[src/sfr_page_params.svh]
`ifndef SFR_PAGE_PARAMS_SVH
`define SFR_PAGE_PARAMS_SVH
// Register locations in the special-register space
`define PAGE_SELECT_ADDR   8'ha7
`define XRAM_PAGE_ADDR     8'haa
`define SFR_SPACE_BASE     8'h80
// Page codes and reset values
`define PAGE_ZERO          8'h00
`define PAGE_EXTRA         8'h0f
`define PAGE_SELECT_RESET  8'h00
`define XRAM_PAGE_RESET    4'h0
// Field layout of the XRAM page register
`define XRAM_FIELD_MSB     3
`define XRAM_UNUSED_READ   4'h0
`endif

[src/sfr_page_pkg.sv]
package sfr_page_pkg;
    // One direct access from the core
    typedef struct packed {
        logic       valid;
        logic       write;
        logic       bit_op;
        logic [2:0] bit_pos;
        logic [7:0] addr;
        logic [7:0] wdata;
    } sfr_req_s;
    // Where a decoded access goes
    typedef enum logic [3:0] {
        TGT_NONE    = 4'b0001,
        TGT_PAGE    = 4'b0010,
        TGT_XRAM    = 4'b0100,
        TGT_PERIPH  = 4'b1000
    } target_e;
endpackage

[src/sfr_paging.sv]
// Notes on behaviour
// R1 - Upper four XRAM page bits read zero
// R2 - 8-bit external move high byte from page
// R3 - High byte is zero nibble plus field
// R4 - XRAM page register only on page zero
// R5 - Direct 0x80-0xFF goes to special registers
// R6 - Bit access only where low nibble 0/8
// R7 - Software avoids reserved special locations
// R8 - Page zero selected out of reset
// R9 - Core registers decoded on both pages
// R10 - Same address maps by page
// R11 - Software guards page 0xF with interrupts off
// R12 - Low byte from R0 or R1
// R13 - Page register at A7, all pages
// R14 - Page write affects next instruction
`include "sfr_page_params.svh"

// Timing: every result is registered, so the core sees the answer
// of an access one enabled clock after it presents the request.
// A peripheral read value must be valid in the cycle of the request;
// the peripheral address is only registered for the following cycle.
// Hazard: the page register changes only at an instruction boundary,
// so a read-modify-write of it never splits across two pages.
// Limitation: reserved locations are passed on to the peripherals
// as ordinary accesses; nothing here flags them.
// Limitation: bit accesses to the page and XRAM page registers are
// refused, as neither sits on a bit-addressable column.
// Trade-off: the page write is held in a pending register rather
// than applied at once, costing nine flops but keeping the page of
// an access fixed for the whole instruction.
// Shared core registers report page zero to the peripherals, so one
// decoder there serves both pages for them.

module sfr_paging (
    // Clock and control
    input  wire logic                 clk,
    input  wire logic                 reset,
    input  wire logic                 clk_en,
    // Direct access from the core
    input  wire sfr_page_pkg::sfr_req_s req,
    input  wire logic                 indirect,
    input  wire logic                 instr_done,
    input  wire logic [7:0]           periph_rdata,
    // External move request
    input  wire logic                 xmove_short,
    input  wire logic [7:0]           index_reg,
    input  wire logic [15:0]          dptr,
    // Results
    output logic [7:0]                rdata,
    output logic                      sfr_hit,
    output logic                      bit_refused,
    output logic [7:0]                periph_addr,
    output logic [7:0]                periph_page,
    output logic                      periph_sel,
    output logic [15:0]               xram_addr,
    output logic [7:0]                page_select_q
);
    import sfr_page_pkg::*;

    // Core registers that answer on every page
    function automatic logic shared_reg(input logic [7:0] a);
        unique case (a)
            8'h80, 8'h81, 8'h82, 8'h83, 8'h87, 8'h90, 8'ha0,
            8'ha7, 8'ha8, 8'ha9, 8'hd0, 8'he0, 8'he6, 8'he7,
            8'hf0, 8'hf6, 8'hf7: shared_reg = 1'b1; // R9
            default: shared_reg = 1'b0;
        endcase
    endfunction

    // Bit operations are legal only on column 0 and 8
    function automatic logic bit_ok(input logic [7:0] a);
        bit_ok = (a[2:0] == 3'h0); // R6
    endfunction

    // Page register and the write that waits for the instruction boundary
    logic [7:0]  page_reg, page_next;       // Selected page for decode
    logic [7:0]  pend_reg, pend_next;       // Written page awaiting boundary
    logic        pend_v_reg, pend_v_next;   // A page write is waiting
    // XRAM page field; the upper nibble is never stored
    logic [3:0]  xpage_reg, xpage_next;
    // Next values of the registered outputs
    logic [7:0]  rdata_next, paddr_next, ppage_next;
    logic        hit_next, refused_next, psel_next;
    logic [15:0] xaddr_next;
    // Decode results of the access in this cycle
    logic        in_sfr;
    logic        wr_ok;
    target_e     tgt;
    logic [7:0]  cur_byte, new_byte, merged;

    // Decode: direct access above 0x7f is a special register
    always_comb begin
        // Indirect accesses above 0x7f reach upper data RAM, not here
        in_sfr = req.valid && !indirect && req.addr[7]; // R5
        tgt = TGT_NONE;
        if (in_sfr) begin
            if (req.addr == `PAGE_SELECT_ADDR) begin
                tgt = TGT_PAGE; // R13
            end else if (req.addr == `XRAM_PAGE_ADDR &&
                         page_reg == `PAGE_ZERO) begin
                tgt = TGT_XRAM; // R4
            end else begin
                tgt = TGT_PERIPH; // R10
            end
        end
    end

    // Read value of the local target
    always_comb begin
        // Unused upper bits of the XRAM page read as zero
        unique case (tgt)
            TGT_PAGE: cur_byte = page_reg;
            TGT_XRAM: cur_byte = {`XRAM_UNUSED_READ, xpage_reg}; // R1
            TGT_PERIPH: cur_byte = periph_rdata;
            default: cur_byte = 8'h00;
        endcase
    end

    // One lane per bit: a bit write replaces only the addressed position
    // Lanes are identical, so they are generated rather than written out
    for (genvar i = 0; i < 8; i++) begin : g_merge
        assign merged[i] = (req.bit_pos == 3'(i)) ? req.wdata[0]
                                                  : cur_byte[i];
    end
    // Read-modify-write keeps the neighbouring bits of the target
    assign new_byte = req.bit_op ? merged : req.wdata;
    // A refused bit write changes nothing
    assign wr_ok = req.valid && req.write && !refused_next;

    // Page group: a write waits so the current access keeps its page
    always_comb begin
        page_next = page_reg;
        pend_next = pend_reg;
        pend_v_next = pend_v_reg;
        // Only the page register location loads the pending value
        if (wr_ok && tgt == TGT_PAGE) begin
            pend_next = new_byte; // R14
            pend_v_next = 1'b1;
        end
        // A boundary in the same cycle as the write applies it at once
        if (instr_done && pend_v_next) begin
            page_next = pend_next; // R13 R14
            pend_v_next = 1'b0;
        end
    end

    // XRAM page group: only the low field is kept
    always_comb begin
        xpage_next = xpage_reg;
        // Written only while page zero is in force; off page the same
        // location belongs to a peripheral
        if (wr_ok && tgt == TGT_XRAM) begin
            xpage_next = new_byte[`XRAM_FIELD_MSB:0]; // R1
        end
    end

    // Output group: answer of this access, shown one cycle later
    always_comb begin
        refused_next = in_sfr && req.bit_op && !bit_ok(req.addr); // R6
        hit_next = in_sfr; // R5
        rdata_next = cur_byte;
        // Peripherals see the page in force; shared ones stay visible
        // A refused bit write reaches no peripheral
        psel_next = (tgt == TGT_PERIPH) && !refused_next;
        paddr_next = req.addr;
        ppage_next = shared_reg(req.addr) ? `PAGE_ZERO : page_reg; // R9
        // Short form: page field high, index register low
        if (xmove_short) begin
            xaddr_next = {`XRAM_UNUSED_READ, xpage_reg, // R2 R3
                          index_reg};                   // R12
        end else begin
            // Long form passes the data pointer through untouched
            xaddr_next = dptr;
        end
    end

    // Page registers; page zero out of reset, frozen while clk_en low
    always_ff @(posedge clk) begin
        if (reset) begin
            page_reg <= `PAGE_SELECT_RESET; // R8
            pend_reg <= `PAGE_SELECT_RESET;
            pend_v_reg <= 1'b0;
            page_select_q <= `PAGE_SELECT_RESET;
        end else if (clk_en) begin
            page_reg <= page_next;
            pend_reg <= pend_next;
            pend_v_reg <= pend_v_next;
            page_select_q <= page_next;
        end
    end

    // XRAM page field register
    always_ff @(posedge clk) begin
        if (reset) begin
            xpage_reg <= `XRAM_PAGE_RESET;
        end else if (clk_en) begin
            xpage_reg <= xpage_next;
        end
    end

    // Output registers; cleared on reset so no stale hit is seen
    always_ff @(posedge clk) begin
        if (reset) begin
            rdata <= 8'h00;
            sfr_hit <= 1'b0;
            bit_refused <= 1'b0;
            periph_addr <= 8'h00;
            periph_page <= 8'h00;
            periph_sel <= 1'b0;
            xram_addr <= 16'h0000;
        end else if (clk_en) begin
            rdata <= rdata_next;
            sfr_hit <= hit_next;
            bit_refused <= refused_next;
            periph_addr <= paddr_next;
            periph_page <= ppage_next;
            periph_sel <= psel_next;
            xram_addr <= xaddr_next;
        end
    end
endmodule

[config.mk]
export PLATFORM = sky130hd
export DESIGN_NAME = sfr_paging
export DESIGN_NICKNAME = d
export VERILOG_FILES = /design/src/sfr_page_pkg.sv /design/src/sfr_paging.sv
export VERILOG_INCLUDE_DIRS = /design/src /design/src/src
export SDC_FILE = /design/constraint.sdc
export NUM_CORES = 1
export LEC_CHECK = 0
export CORE_UTILIZATION = 38
export CTS_CLUSTER_SIZE = 20
export DETAILED_ROUTE_END_ITERATION = 8
export DONT_BUFFER_PORTS = 1
export SLEW_MARGIN = 10
export SYNTH_ARGS = -nofsm -noshare
export SYNTH_HDL_FRONTEND = slang
export SYNTH_SLANG_ARGS = --single-unit
[constraint.sdc]
create_clock -name clk -period 1.41 [get_ports clk]
set_input_delay 0.141 -clock clk [delete_from_list [all_inputs] [get_ports clk]]
set_output_delay 0.141 -clock clk [all_outputs]
set_load 0.03 [all_outputs]
==> impl_metrics.toml <==
[placement]
dpl_cell_area_um2 = 3430
port_buffers = 0
place_ws_ps = -85.5
place.gp.congestion = 0.829
hpwl_um = 6480

[global_routing]
antenna_found_initial = 0
grt_pass1_wl_um = 14700
overflow = 0
track_usage = 0.222
grt_pass1_vias = 2787
grt_max_degree = 46

[timing]
min_period_over_period = 1.00
finClkSkew_ps = 6.58
drv_slew = 0
holdWs_ps = 10.1
finalSetupTns_ps = -1.98
rsz0062_at_grt = "yes"
setup_ws_ps = -1.98
hold_violations = 0
worst_pin_slew_ps = 402
max_freq_ghz = 0.708
finalCriticalPeriod_ps = 1410
relSlewSlack = 0.732
setup_viol_count_final = 1

[floorplan]
die_area_um2 = 8650
core_area_um2 = 7890
row_count = 32
io_pins = 111
fp.dieH_um = 93
die_x_um = 93
initial_core_util = 0.399

[cells_and_area]
drive_above_1_share = 0.170
design_area_um2 = 3880
post-route-util = 0.492
antennaDiodeCount = 0
largest_reg_flops = 16
registers.top_by_ff_count = "xram_addr"
fin_nets = 450
fillers = 740
syn2layout_area_growth_pct = 23.3

[routing]
drt-pass1-iter-count = 4
drc = 0
routed_wl_um = 9300
routed_via_density = 5.78
dr.first_iter.drc_count = 160
antenna_left = 0
vias = 2872
wl_per_cell_um = 18.7

[setup_path]
crit_type = "flop to flop"
critical_path.max_fanout = 4
worstPathArrival_ps = 1640
worst_setup_path_end_kind = "flop"
start_kind = "flop"
cp.required_ps = 1640

[synthesis]
ys_seq_elements = 64
syn_area_um2 = 3150
synth-edff-count = 0
synth_top_cell_by_area = "dfxtp_1"
synth.distinct_cells = 57
ys.flop_type = "dfxtp_1"
synthCells = 350
avgSynthCellArea_um2 = 8.99
yosysMostFrequentCell = "dfxtp_1"
synth_common_cells = "dfxtp_1 (64), nor2_1 (38), mux2i_1 (25), nand2_1 (19), a21oi_1 (18)"
synth.area.top_cells = "dfxtp_1 (41%), mux2i_1 (8.0%), nor2_1 (4.5%)"
synth_warnings = 0
synth_nets = 410
async_flop_share = 0
synth_top_area_share = 0.407
yosysSeqAreaShare = 0.407

[clocking]
cts-root-buf = "clkbuf_8"
cts_tree = "built"
clk_pin_slew_worst_paths_ps = 70
cts_setup_buffers = 0
cts.path.max_buffers = 2
numCtsBuffers = 9
cts.sink_count = 64
clkLatencyLatePin_ps = 350
htreeDepth = 3

[pwr]
powerDensity_nw_per_um2 = 1010
p_leak_uw = 0.00153
power.ir.vdd_worst_uv = 624

[run_status]
violations = "negative setup slack"
outcome = "finished with violations"

[hold_path]
hold_class = "primary input to flop"

[run]
drv_cap = 0
==> stage by stage <==
stage	total power (uW)	instances
4_1_cts	3960	497
5_1_grt	4080	497
6_report	3930	497
2_1_floorplan	2270	350
3_3_place_gp	2260	460
3_5_place_dp	2270	460
==> layer usage <==
metal | global-route usage | share of wire | vias up
met4 | 0.0679 | 0.015 | 0
li1 | - | - | 1382
met2 | 0.355 | 0.47 | 121
met1 | 0.281 | 0.43 | 1356
met5 | 0 | 0 | -
met3 | 0.0780 | 0.084 | 13
==> final timing paths <==
kind | from | to | slack [ps] | depth (start not counted)
max | page_reg[5]$_SDFFE_PP0P_ | rdata[2]$_SDFFE_PP0P_ | -2 | 5
min | periph_rdata[0] | rdata[0]$_SDFFE_PP0P_ | 10 | 2
max reg2reg | page_reg[5]$_SDFFE_PP0P_ | rdata[2]$_SDFFE_PP0P_ | -2 | 5
min reg2reg | pend_reg[7]$_SDFFE_PP0P_ | pend_reg[7]$_SDFFE_PP0P_ | 480 | 2
==> area by class of cell <==
cell class	count	area (um2)	area share
flip-flops and latches	64	1290	0.332
well taps	102	128	0.0329
clock buffers	13	159	0.0410
clock inverters	3	40.0	0.0103
inverters	9	33.8	0.00871
repair buffers	55	485	0.125
multi-input cells	251	1750	0.450
==> critical path, stage by stage (launching register included) <==
cell and delay [ps]:
dfxtp_2 330, nor4_4 340, nand4_2 180, buf_4 200
mux2i_1 150, o21ai_0 90
==> timing repair <==
action,4_1_cts,5_1_grt
endpoints found under the hold margin,47,0
gates resized for setup,1,3
pin swaps,0,1
hold buffers,21,0
setup endpoints to repair,8,9
==> cells by family (layout without fill, tap and decap cells) <==
family          Yosys count  count (layout)  synth area share
compound gates           96              96             0.223
xor+xnor                  2               2           0.00557
buf+inv                  35              80            0.0513
flops                    64              64             0.407
simple gates            125             125             0.223
mux                      28              28            0.0903
==> placed cells by master (no fill, tap or decap), types with 2 or more instances in the layout <==
cell type      instances
clkinv_2               2
a21oi_1               18
nor4_4                 2
nand4_1                3
and3_1                 7
or3_1                  2
a22oi_1                7
clkbuf_8              11
clkbuf_1               2
inv_1                  9
nand4b_1               3
a211oi_1              17
dlygate4sd3_1         19
nor4bb_1               3
dfxtp_1               59
nand3_1               13
o21ai_0               16
nor2b_1               10
buf_4                 34
o31ai_1                6
a31oi_1                4
xnor2_1                2
o211ai_1               4
nor2_1                38
mux2_1                 2
mux2i_1               25
nor4b_1                3
a311oi_1               2
dfxtp_2                5
nand2_1               19
a311o_1                2
and4b_1                2
nor4_1                 3
a211o_1                3
and2_1                 4
a2bb2oi_1              4
buf_12                 2
==> report_power, final <==
| part | total (uW) | switching, uW | internal (uW) |
|---|---|---|---|
| Sequential | 1960 | 110 | 1850 |
| Combinational | 357 | 179 | 178 |
| Clock | 1610 | 700 | 909 |
No activity file was read; power rests on OpenSTA's default activity.
